--- src/rtl/sac_pkg.sv ---
// Constants shared by both ends of the converter control link.
//
// How it works
// - Result drives a twelve bit parallel port.
// - Data drivers on only with select and read low.
// - Data lines float when select or read rises.
// - Tied-low strobes show result before busy falls.
// - Host never reads while busy is high.
// - Host may keep select low permanently.
// - Start strobe falling edge samples and starts conversion.
// - High-speed host raises start before busy falls.
// - Repeated start edge during busy restarts conversion.
// - Host waits 135 ns after busy falls.
// - Start low at busy fall enters sleep.
// - Depth select high partial, low full sleep.
// - Start strobe rising edge begins wake-up.
// - Wake-up lasts 1 us partial, 500 us full.
// - Start during wake-up deferred until wake-up ends.
// - Busy stays high for 810 ns conversion.
// - Sleep stops oscillator and comparator; full sleep also stops the reference, partial sleep puts its buffer in low power.
// - Host discards one dummy conversion after power-up.
// - Busy rises at start, falls at completion.
// - Result coded as straight unsigned binary.
package sac_pkg;

  localparam int unsigned DATA_W          = 12;
  localparam int unsigned CNT_W           = 16;
  localparam int unsigned FIFO_DEPTH      = 4;

  localparam int unsigned CLK_PERIOD_NS   = 10;
  localparam int unsigned CONV_TIME_NS    = 810;
  localparam int unsigned WAKE_PART_NS    = 1000;
  localparam int unsigned WAKE_FULL_NS    = 500000;
  localparam int unsigned ACQ_TIME_NS     = 135;

  localparam int unsigned CONV_CYC        = CONV_TIME_NS / CLK_PERIOD_NS;
  localparam int unsigned WAKE_PART_CYC   = (WAKE_PART_NS + CLK_PERIOD_NS - 1) / CLK_PERIOD_NS;
  localparam int unsigned WAKE_FULL_CYC   = (WAKE_FULL_NS + CLK_PERIOD_NS - 1) / CLK_PERIOD_NS;
  localparam int unsigned ACQ_CYC         = (ACQ_TIME_NS + CLK_PERIOD_NS - 1) / CLK_PERIOD_NS;
  // Exactly covers the host strobe flop, the device input filter and the host data filter, with no cycle to spare.
  localparam int unsigned READ_CYC        = 10;

  // Pin vector order on the device: start, select, read, depth select.
  localparam logic [3:0]  DEV_PIN_RESET   = 4'hE;
  localparam int unsigned PIN_START       = 3;
  localparam int unsigned PIN_SELECT      = 2;
  localparam int unsigned PIN_READ        = 1;
  localparam int unsigned PIN_DEPTH       = 0;
  localparam logic [DATA_W-1:0] RESULT_RESET = 12'h000;

  typedef enum logic [1:0] {
    ST_AWAKE = 2'h0,
    ST_CONV  = 2'h1,
    ST_SLEEP = 2'h3,
    ST_WAKE  = 2'h2
  } sac_dev_state_t;

  typedef enum logic [2:0] {
    HS_ACQ     = 3'h0,
    HS_START   = 3'h1,
    HS_WAIT_HI = 3'h3,
    HS_WAIT_LO = 3'h2,
    HS_READ    = 3'h6
  } sac_host_state_t;

endpackage : sac_pkg

--- src/rtl/sac_link_if.sv ---
// Pin-level link between the converter and its host.
`timescale 1ns/100ps
`default_nettype none
interface sac_link_if
  import sac_pkg::*;
();
  logic              conversion_start_n;
  logic              busy;
  logic              cs_n;
  logic              rd_n;
  logic [DATA_W-1:0] data_out;
  logic              data_oe;
  logic [DATA_W-1:0] data_bus;

  // Undriven, the bus shows the inverted result, so a read taken too early is caught.
  assign data_bus = data_oe ? data_out : ~data_out;

  modport dev (
    input  conversion_start_n,
    input  cs_n,
    input  rd_n,
    output busy,
    output data_out,
    output data_oe
  );

  modport host (
    output conversion_start_n,
    output cs_n,
    output rd_n,
    input  busy,
    input  data_bus
  );
endinterface : sac_link_if
`default_nettype wire

--- src/rtl/sac_device.sv ---
// Converter end: conversion timing, sleep control and parallel read port.
`timescale 1ns/100ps
`default_nettype none
module sac_device
  import sac_pkg::*;
#(
  parameter int unsigned WAKE_FULL_CYCLES = WAKE_FULL_CYC
) (
  // Clock and reset
  input  wire logic              clk,
  input  wire logic              rst,
  // Link to the host
  sac_link_if.dev                link,
  // Converter core
  input  wire logic [DATA_W-1:0] sample_code,
  input  wire logic              sleep_depth_select,
  // Power control of the analog blocks
  output logic                   osc_run,
  output logic                   comparator_on,
  output logic                   reference_on,
  output logic                   ref_buffer_low_power
);

  logic [3:0]        sync1_reg;
  logic [3:0]        sync2_reg;
  logic [3:0]        sync3_reg;
  logic [3:0]        pin_reg;
  logic              start_prev_reg;
  logic              start_level;
  logic              start_fall;
  logic              start_rise;

  sac_dev_state_t    state_reg;
  sac_dev_state_t    state_next;
  logic [CNT_W-1:0]  cnt_reg;
  logic [CNT_W-1:0]  wake_last;
  logic              conv_done;
  logic              wake_done;
  logic              pending_reg;
  logic              sleep_partial_reg;
  logic              busy_reg;
  logic [DATA_W-1:0] held_code_reg;
  logic [DATA_W-1:0] result_reg;

  // Pins pass three flops; a level is taken only once the last two agree.
  always_ff @(posedge clk or posedge rst)
  begin
    if (rst)
    begin
      sync1_reg <= DEV_PIN_RESET;
      sync2_reg <= DEV_PIN_RESET;
      sync3_reg <= DEV_PIN_RESET;
      pin_reg   <= DEV_PIN_RESET;
    end
    else
    begin
      sync1_reg <= {link.conversion_start_n, link.cs_n, link.rd_n, sleep_depth_select};
      sync2_reg <= sync1_reg;
      sync3_reg <= sync2_reg;
      pin_reg   <= (sync2_reg & sync3_reg) | (pin_reg & (sync2_reg ^ sync3_reg));
    end
  end

  always_ff @(posedge clk or posedge rst)
  begin
    if (rst)
    begin
      start_prev_reg <= 1'h1;
    end
    else
    begin
      start_prev_reg <= pin_reg[PIN_START];
    end
  end

  assign start_level = pin_reg[PIN_START];
  assign start_fall  = start_prev_reg & ~start_level;
  assign start_rise  = ~start_prev_reg & start_level;

  assign conv_done = cnt_reg == CNT_W'(CONV_CYC - 1);
  assign wake_last = sleep_partial_reg ? CNT_W'(WAKE_PART_CYC - 1)
                                       : CNT_W'(WAKE_FULL_CYCLES - 1);
  assign wake_done = cnt_reg == wake_last;

  always_comb
  begin
    state_next = state_reg;
    case (state_reg)
      ST_AWAKE:
      begin
        if (start_fall)
        begin
          state_next = ST_CONV;
        end
      end
      ST_CONV:
      begin
        if (start_fall)
        begin
          state_next = ST_CONV;
        end
        else if (conv_done)
        begin
          // Start level at the busy fall decides between sleep and awake.
          state_next = start_level ? ST_AWAKE : ST_SLEEP;
        end
      end
      ST_SLEEP:
      begin
        if (start_rise)
        begin
          state_next = ST_WAKE;
        end
      end
      ST_WAKE:
      begin
        if (wake_done)
        begin
          state_next = (pending_reg | start_fall) ? ST_CONV : ST_AWAKE;
        end
      end
      default:
      begin
        state_next = ST_AWAKE;
      end
    endcase
  end

  always_ff @(posedge clk or posedge rst)
  begin
    if (rst)
    begin
      state_reg <= ST_AWAKE;
    end
    else
    begin
      state_reg <= state_next;
    end
  end

  // A restart clears the count, so the full conversion time runs again.
  always_ff @(posedge clk or posedge rst)
  begin
    if (rst)
    begin
      cnt_reg <= '0;
    end
    else if (state_next != state_reg || (state_reg == ST_CONV && start_fall))
    begin
      cnt_reg <= '0;
    end
    else if (state_reg == ST_CONV || state_reg == ST_WAKE)
    begin
      cnt_reg <= cnt_reg + CNT_W'(1);
    end
  end

  // A start edge seen while waking is remembered until the wake-up ends.
  always_ff @(posedge clk or posedge rst)
  begin
    if (rst)
    begin
      pending_reg <= 1'h0;
    end
    else if (state_reg != ST_WAKE)
    begin
      pending_reg <= 1'h0;
    end
    else if (start_fall)
    begin
      pending_reg <= 1'h1;
    end
  end

  always_ff @(posedge clk or posedge rst)
  begin
    if (rst)
    begin
      sleep_partial_reg <= 1'h1;
    end
    else if (state_reg == ST_CONV && state_next == ST_SLEEP)
    begin
      sleep_partial_reg <= pin_reg[PIN_DEPTH];
    end
  end

  always_ff @(posedge clk or posedge rst)
  begin
    if (rst)
    begin
      busy_reg <= 1'h0;
    end
    else
    begin
      busy_reg <= state_next == ST_CONV;
    end
  end

  // The input is held when a conversion starts or restarts, at the wake-up end for a deferred start; the code is straight binary.
  always_ff @(posedge clk or posedge rst)
  begin
    if (rst)
    begin
      held_code_reg <= RESULT_RESET;
    end
    else if (state_next == ST_CONV && (state_reg != ST_CONV || start_fall))
    begin
      held_code_reg <= sample_code;
    end
  end

  // Latched one cycle before busy falls so a tied-low reader sees it first.
  always_ff @(posedge clk or posedge rst)
  begin
    if (rst)
    begin
      result_reg <= RESULT_RESET;
    end
    else if (state_reg == ST_CONV && !start_fall && cnt_reg == CNT_W'(CONV_CYC - 2))
    begin
      result_reg <= held_code_reg;
    end
  end

  always_ff @(posedge clk or posedge rst)
  begin
    if (rst)
    begin
      osc_run              <= 1'h1;
      comparator_on        <= 1'h1;
      reference_on         <= 1'h1;
      ref_buffer_low_power <= 1'h0;
    end
    else
    begin
      osc_run              <= state_next != ST_SLEEP;
      comparator_on        <= state_next != ST_SLEEP;
      reference_on         <= !(state_next == ST_SLEEP && !sleep_partial_reg);
      ref_buffer_low_power <= state_next == ST_SLEEP && sleep_partial_reg;
    end
  end

  assign link.busy     = busy_reg;
  assign link.data_out = result_reg;
  // The strobes are filtered, so the drivers follow them a few cycles late.
  assign link.data_oe  = ~pin_reg[PIN_SELECT] & ~pin_reg[PIN_READ];

endmodule : sac_device
`default_nettype wire

--- src/flat_wrapper.sv ---
// flat-port wrapper written by rule: the top's interface ports become plain ports
module sac_device_flat import sac_pkg::*;
#(
  parameter int unsigned WAKE_FULL_CYCLES = WAKE_FULL_CYC
)
  (clk, rst, sample_code, sleep_depth_select, osc_run, comparator_on, reference_on, ref_buffer_low_power, link_conversion_start_n, link_cs_n, link_rd_n, link_busy, link_data_out, link_data_oe);
  sac_link_if link_i ();
  input  wire logic clk;
  input  wire logic rst;
  input  wire logic [DATA_W-1:0] sample_code;
  input  wire logic sleep_depth_select;
  output logic osc_run;
  output logic comparator_on;
  output logic reference_on;
  output logic ref_buffer_low_power;
  input wire logic [$bits(link_i.conversion_start_n)-1:0] link_conversion_start_n;
  input wire logic [$bits(link_i.cs_n)-1:0] link_cs_n;
  input wire logic [$bits(link_i.rd_n)-1:0] link_rd_n;
  output wire logic [$bits(link_i.busy)-1:0] link_busy;
  output wire logic [$bits(link_i.data_out)-1:0] link_data_out;
  output wire logic [$bits(link_i.data_oe)-1:0] link_data_oe;
  assign link_i.conversion_start_n = link_conversion_start_n;
  assign link_i.cs_n = link_cs_n;
  assign link_i.rd_n = link_rd_n;
  assign link_busy = link_i.busy;
  assign link_data_out = link_i.data_out;
  assign link_data_oe = link_i.data_oe;
  sac_device #(.WAKE_FULL_CYCLES(WAKE_FULL_CYCLES)) u_core (.clk(clk), .rst(rst), .link(link_i), .sample_code(sample_code), .sleep_depth_select(sleep_depth_select), .osc_run(osc_run), .comparator_on(comparator_on), .reference_on(reference_on), .ref_buffer_low_power(ref_buffer_low_power));
endmodule
--- config.mk ---
export PLATFORM = sky130hd
export DESIGN_NAME = sac_device_flat
export DESIGN_NICKNAME = d
export VERILOG_FILES = /design/src/rtl/sac_pkg.sv /design/src/rtl/sac_link_if.sv /design/src/rtl/sac_device.sv /design/src/flat_wrapper.sv
export SDC_FILE = /design/constraint.sdc
export NUM_CORES = 1
export LEC_CHECK = 0
export BUFFER_PORTS_ARGS = -buffer_cell sky130_fd_sc_hd__buf_2
export CORE_ASPECT_RATIO = 0.7
export CORE_UTILIZATION = 35
export DETAILED_ROUTE_END_ITERATION = 10
export SETUP_SLACK_MARGIN = 0.05
export SYNTH_ARGS = -nofsm -noshare
export SYNTH_HDL_FRONTEND = slang
export SYNTH_SLANG_ARGS = --single-unit
export TNS_END_PERCENT = 1
--- constraint.sdc ---
create_clock -name clk -period 2.6 [get_ports clk]
set_input_delay 0.39 -clock clk [delete_from_list [all_inputs] [get_ports clk]]
set_output_delay 0.39 -clock clk [all_outputs]
set_load 0.005 [all_outputs]
After elaboration in Yosys (flattened, before gate mapping)
Cells that the tools add are included.

word-level totals
  bits in registers = 65

operators by class
  $add $sub $neg = 1
  eq/ne operators = 12
  muxes and demuxes = 13
  bitwise operators = 12
  reduce and logical (&&, ||, !) cells = 16

operators by type and width
  cell                                                   count
  two-way mux 16 bit                                     3
  == test 16 x 7 -> 1 bit, second input constant         2
  adder 16 x 1 -> 16 bit, second input constant          1
  == test 16 bit                                         1
  two-way mux 2 bit                                      6
  AND 4 bit                                              2
  case mux 2 bit (4 select lines)                        1
  logical AND 1 bit                                      7
  == test 2 bit, second input constant                   3
  == test 2 x 1 -> 1 bit, second input constant          2
  inequality test 2 bit, second input constant           2
  NOT 1 bit                                              4
  OR 4 bit                                               1
  nonzero test 2 bit                                     2
  bitwise XOR 4 bit                                      1
  AND 1 bit                                              3
  logical NOT 1 bit                                      3
  logical OR 1 bit                                       3
  two-way mux 1 bit                                      3
  logical NOT 2 bit                                      1
  inequality test 2 x 1 -> 1 bit, second input constant  1
  inequality test 2 bit                                  1
  OR 1 bit                                               1

Longest topological paths before layout
  word-level depth = 9
  gate-level depth with buffers = 10
  mapped depth without buffers = 9

Least setup slack after synthesis
No wires, ideal clock.

  path type = register to register
  start = register u_core.state_reg[1]
  end = register u_core.held_code_reg[0]
  library setup time = 125 ps
  data arrival time = 2381 ps
  required time = 2475 ps
  setup slack = 94 ps
  cell stages (with the launch flop) = 11
  path buffers = 1
  path through = dfrtp_1 inv_1 ha_1 nor2b_1 o21ai_0 a21o_1 a41oi_2 o22a_4 or3b_4 buf_6 mux2_4

between the ends
  elaborated cells on any way between the ends = 14

RTL lines
  element                                RTL line           source
  from (decl)                            sac_device.sv:33   sac_dev_state_t state_reg;
  from (signal assigned)                 sac_device.sv:137  state_reg <= state_next;
  == test 2 bit (tied with other cells)  sac_device.sv:88   case (state_reg)
  case mux 2 bit (4 select lines) *      sac_device.sv:88
  net u_core.state_next[0]               sac_device.sv:34   sac_dev_state_t state_next;
  == test 2 x 1 -> 1 bit *               sac_device.sv:206  else if (state_next == ST_CONV && (state_reg != ST_CONV || start_fall))
  logical AND 1 bit *                    sac_device.sv:206
  to (signal assigned)                   sac_device.sv:208  held_code_reg <= sample_code;
  to (decl)                              sac_device.sv:42   logic [DATA_W-1:0] held_code_reg;

Mark *: on every way through the listed nets, which the timed path passes. The rest lies on a longest branch.
A chain may end at the register's enable or synchronous reset.

Final worst setup path
  start = register u_core.cnt_reg[0]
  end = register u_core.held_code_reg[3]

between the ends
  word-level cells in the longest chain between the ends = 6
  elaborated cells on any way between the ends = 8

RTL lines
  element                            RTL line           source
  from (decl)                        sac_device.sv:35   logic [CNT_W-1:0] cnt_reg;
  from (signal assigned)             sac_device.sv:154  cnt_reg <= cnt_reg + CNT_W'(1);
  == test 16 x 7 -> 1 bit            sac_device.sv:80   assign conv_done = cnt_reg == CNT_W'(CONV_CYC - 1);
  two-way mux 2 bit                  sac_device.sv:102  else if (conv_done)
  two-way mux 2 bit                  sac_device.sv:98   if (start_fall)
  case mux 2 bit (4 select lines) *  sac_device.sv:88
  net u_core.state_next[0]           sac_device.sv:34
  == test 2 x 1 -> 1 bit *           sac_device.sv:206
  logical AND 1 bit *                sac_device.sv:206

Marked as above.

==> summary.md <==
Timing
- 0.122 ns — final worst hold slack
- 0.405 GHz — fmax
- 0 ns — sum of negative setup slack
- 0 — Setup Viol. Count Final
- 94.9% — share of the clock period used by the worst path after layout
- 51.3% — relative slew slack
- 2.47 ns — Min Clock Period, post-route
- 0.729 ns — worst-margin pin slew
- 0 — Hold Vio Cnt, Final
- 0 — pins over their slew limit
- 0.00627 ns — clk_skew
- true — setup repair after global routing missed its margin

Placed design
- 3.92 mm — detailed placement HPWL
- 35 — number of input and output port buffers inserted
- 378 — number of placed cells counting well taps
- 0.813 — placer's final routability congestion estimate

Outcome
- design-rule violations — violations in the final reports
- finished, violations left — outcome

Layout
- 398 — final cell count without fillers
- sky130_fd_sc_hd__dfrtp_1 — most common cell after layout, fill and taps aside
- 48 x sky130_fd_sc_hd__dfrtp_1, 35 x sky130_fd_sc_hd__buf_2, 18 x sky130_fd_sc_hd__nor3_1, 16 x sky130_fd_sc_hd__buf_4, 16 x sky130_fd_sc_hd__dfstp_2 — commonest cells after routing, fill and taps aside
- 320 — number of nets at the end of the flow
- 0 — Diodes inserted
- 16 — flip-flop count of the largest register after layout
- 43.1% — share of cells above drive strength 1
- 26.9% — Syn-to-layout area delta

Route
- 88 — number of DRC violations after detailed-routing iteration 0
- 14.6 µm — routed length per instance
- 4.88 — detail-routed via count per cell
- 4 — DR DRC count
- 0 — remaining antenna violation count
- 5.81 mm — Final Routed Wirelength
- 1943 — detailed-route via count
- 9 — number of detailed-routing iterations run before antenna repair

Yosys
- 235 — cells after synthesis
- sky130_fd_sc_hd__dfrtp_1 — Post-synth top flop
- sky130_fd_sc_hd__dfrtp_1 — cell type with the largest total area after synthesis
- 12.5 µm² — Mapped Avg Cell Area
- 263 — net count of the mapped netlist
- 0.00293 mm² — area of the mapped netlist
- 46 — number of library cell types mapped by synthesis
- 100% — Post-synth ARST share
- sky130_fd_sc_hd__dfrtp_1 42%, sky130_fd_sc_hd__dfstp_2 14%, sky130_fd_sc_hd__mux2_4 5.1%, sky130_fd_sc_hd__mux2_2 5.0%, sky130_fd_sc_hd__ha_1 4.3% — Synth area leaders
- 41.8% — Yosys top cell area share
- 65 — synthesized flop and latch total
- 0 — warning count from the yosys run
- 56.2% — sequential area share after synthesis
- 0 — Post-synth EDFFs

Clock network
- 65 — number of sinks driven by the clock tree
- sky130_fd_sc_hd__clkbuf_16 — clock tree root driver cell
- 0.33 ns — worst-skew pair later-pin latency
- 0 — CTS hold repair buffers
- 3 — H-tree depth
- 2 — buffers from clock root to sink, at most
- 0.06 ns — Worst-path clk slew
- 9 — total CTS buffers
- done — TritonCTS clock tree

Power
- 948 mW/mm² — ratio of total power to cell area
- 27.5% — proportion of total power due to net switching
- 0.000387 V — maximum ir drop on the vdd rail
- 27.0% — share of total power in combinational logic
- 0.00177 µW — LEAKAGE
- 2560 µW — internal power component
- 971 µW — net switching power
- 35.9% — share of power burned in registers
- 37.1% — power share of the clock group

Critical path
- u_core.held_code_reg[3]$_DFFE_PP0P_ — reg2reg end
- 1 — CP Buf/Inv Count
- inv_1 -> ha_1 -> and3b_1 -> and4_4 -> a21o_1 -> a41oi_2 -> o22a_4 -> or3b_4 -> mux2_1 — worst path cell trace
- 9 — cell count of the worst reg-to-reg path
- flop — CP Capture Type
- 2.68 ns — worst path arrival time
- flop — nature of the critical path startpoint
- 0.46 ns — CP max stage delay
- simple AND/OR/NAND/NOR gates — cell family contributing the most delay on the critical path
- 0.13 ns — R2R setup slack
- 2.81 ns — data required time at the worst endpoint
- u_core.cnt_reg[0]$_DFFE_PP0P_ — launch instance of the worst register-to-register path
- 6 — largest fanout on the critical path
- flop to flop — path type of the worst setup path
- sky130_fd_sc_hd__or3b_4 — slowest cell on the critical path

Die
- 36 — # IOs
- 0.00797 mm² — Core ar.
- 36.8% — effective utilization at floorplan
- 78.6 µm — Die Y
- 111 µm — chip width
- 27 — count of standard-cell rows
- 0.00875 mm² — DIE AREA

Global route
- 0 — total overflow reported by the global router
- 66 — largest net degree at the start of global routing
- 14.6% — GRT Total Usage
- 1957 — number of global-route vias before repair
- 9.78 mm — wire length of the first global-routing pass
- 0 — initial antenna violation count

Job
- 0 — max-cap check violation count

Min path
- input pin to asynchronous set/reset pin — type of the tightest min-delay check

power groups by stage:
stage,sequential [µW],combinational (µW),clock (µW)
finish,1270,952,1310
global route,1290,1040,1390
CTS,1270,893,1340
detailed placement,1280,858,0
global placement,1270,844,0
floorplan,1260,664,0
stage by stage:
stage	total power, µW	util [%]	area (µm²)	setup slack (ns)
floorplan	1920	-	2930	0.0939
global placement	2120	41.6	3310	-0.0565
detailed placement	2140	41.6	3310	-0.148
CTS	3500	46.0	3670	0.0506
global route	3720	46.7	3720	0.0391
finish	3530	46.7	3720	0.132
how the worst max path moves through the flow:
stage | startpoint | endpoint | slack [ns] | cells past startpoint
finish | u_core.cnt_reg[0]$_DFFE_PP0P_ | u_core.held_code_reg[3]$_DFFE_PP0P_ | 0.13 | 9
global placement | u_core.state_reg[1]$_DFF_PP0_ | u_core.cnt_reg[14]$_DFFE_PP0P_ | -0.06 | 8
detailed placement | u_core.state_reg[1]$_DFF_PP0_ | u_core.cnt_reg[6]$_DFFE_PP0P_ | -0.15 | 8
floorplan | u_core.state_reg[1]$_DFF_PP0_ | u_core.held_code_reg[0]$_DFFE_PP0P_ | 0.09 | 10
global route | u_core.cnt_reg[0]$_DFFE_PP0P_ | u_core.held_code_reg[3]$_DFFE_PP0P_ | 0.04 | 9
CTS | u_core.cnt_reg[7]$_DFFE_PP0P_ | u_core.held_code_reg[4]$_DFFE_PP0P_ | 0.05 | 7
layer usage:
metal | vias to the layer above | share of wire, % | track usage, %
met2 | 40 | 42 | 20.3
met1 | 949 | 53 | 20.8
met3 | 11 | 3.6 | 4.63
met5 | - | 0 | 0
met4 | 0 | 1.5 | 6.49
li1 | 943 | - | -
cell usage after synthesis, drive strengths merged, types with 2 or more instances:
library cell	instances
nand2	12
and4	2
dfstp	16
mux2	25
nor3	18
xnor2	10
buf	4
nand3	5
inv	12
nor2b	4
a21oi	2
and2	2
ha	10
nand4	5
o21ai	7
a21o	5
xor2	5
clkbuf	3
and3	5
dfrtp	49
nor4	3
nor2	15
what timing repair did:
action | in CTS | in global routing
endpoints found under the setup margin | 28 | 12
pin swaps | 1 | 5
cloned | 0 | 1
endpoints found under the hold margin | 0 | 0
resized for setup | 4 | 8
buffers inserted | 0 | 3
layout make-up:
| class | count | area, µm² |
|---|---|---|
| Tap cell | 101 | 126 |
| Multi-Input combinational cell | 152 | 1250 |
| Timing Repair Buffer | 52 | 315 |
| Inverter | 12 | 45.0 |
| Clock inverter | 5 | 77.6 |
| Sequential cell | 65 | 1650 |
| Clock buffer | 11 | 253 |
| Fill cell | 743 | 4250 |
worst min-delay path, cell delays in order:
cell	delay [ns]
sky130_fd_sc_hd__buf_2	0.10
sky130_fd_sc_hd__inv_2	0.06
sky130_fd_sc_hd__buf_12	0.30
kinds of logic after synthesis:
kind of cell | synth area share, %
AND/OR/NAND/NOR | 14.9
buffers and inverters | 2.82
flip-flops | 56.2
AO/OA/AOI/OAI | 6.19
adder cells (fa/ha/maj) | 4.27
XOR/XNOR | 4.48
multiplexers | 11.2
Power figures use the tool's default switching activity.
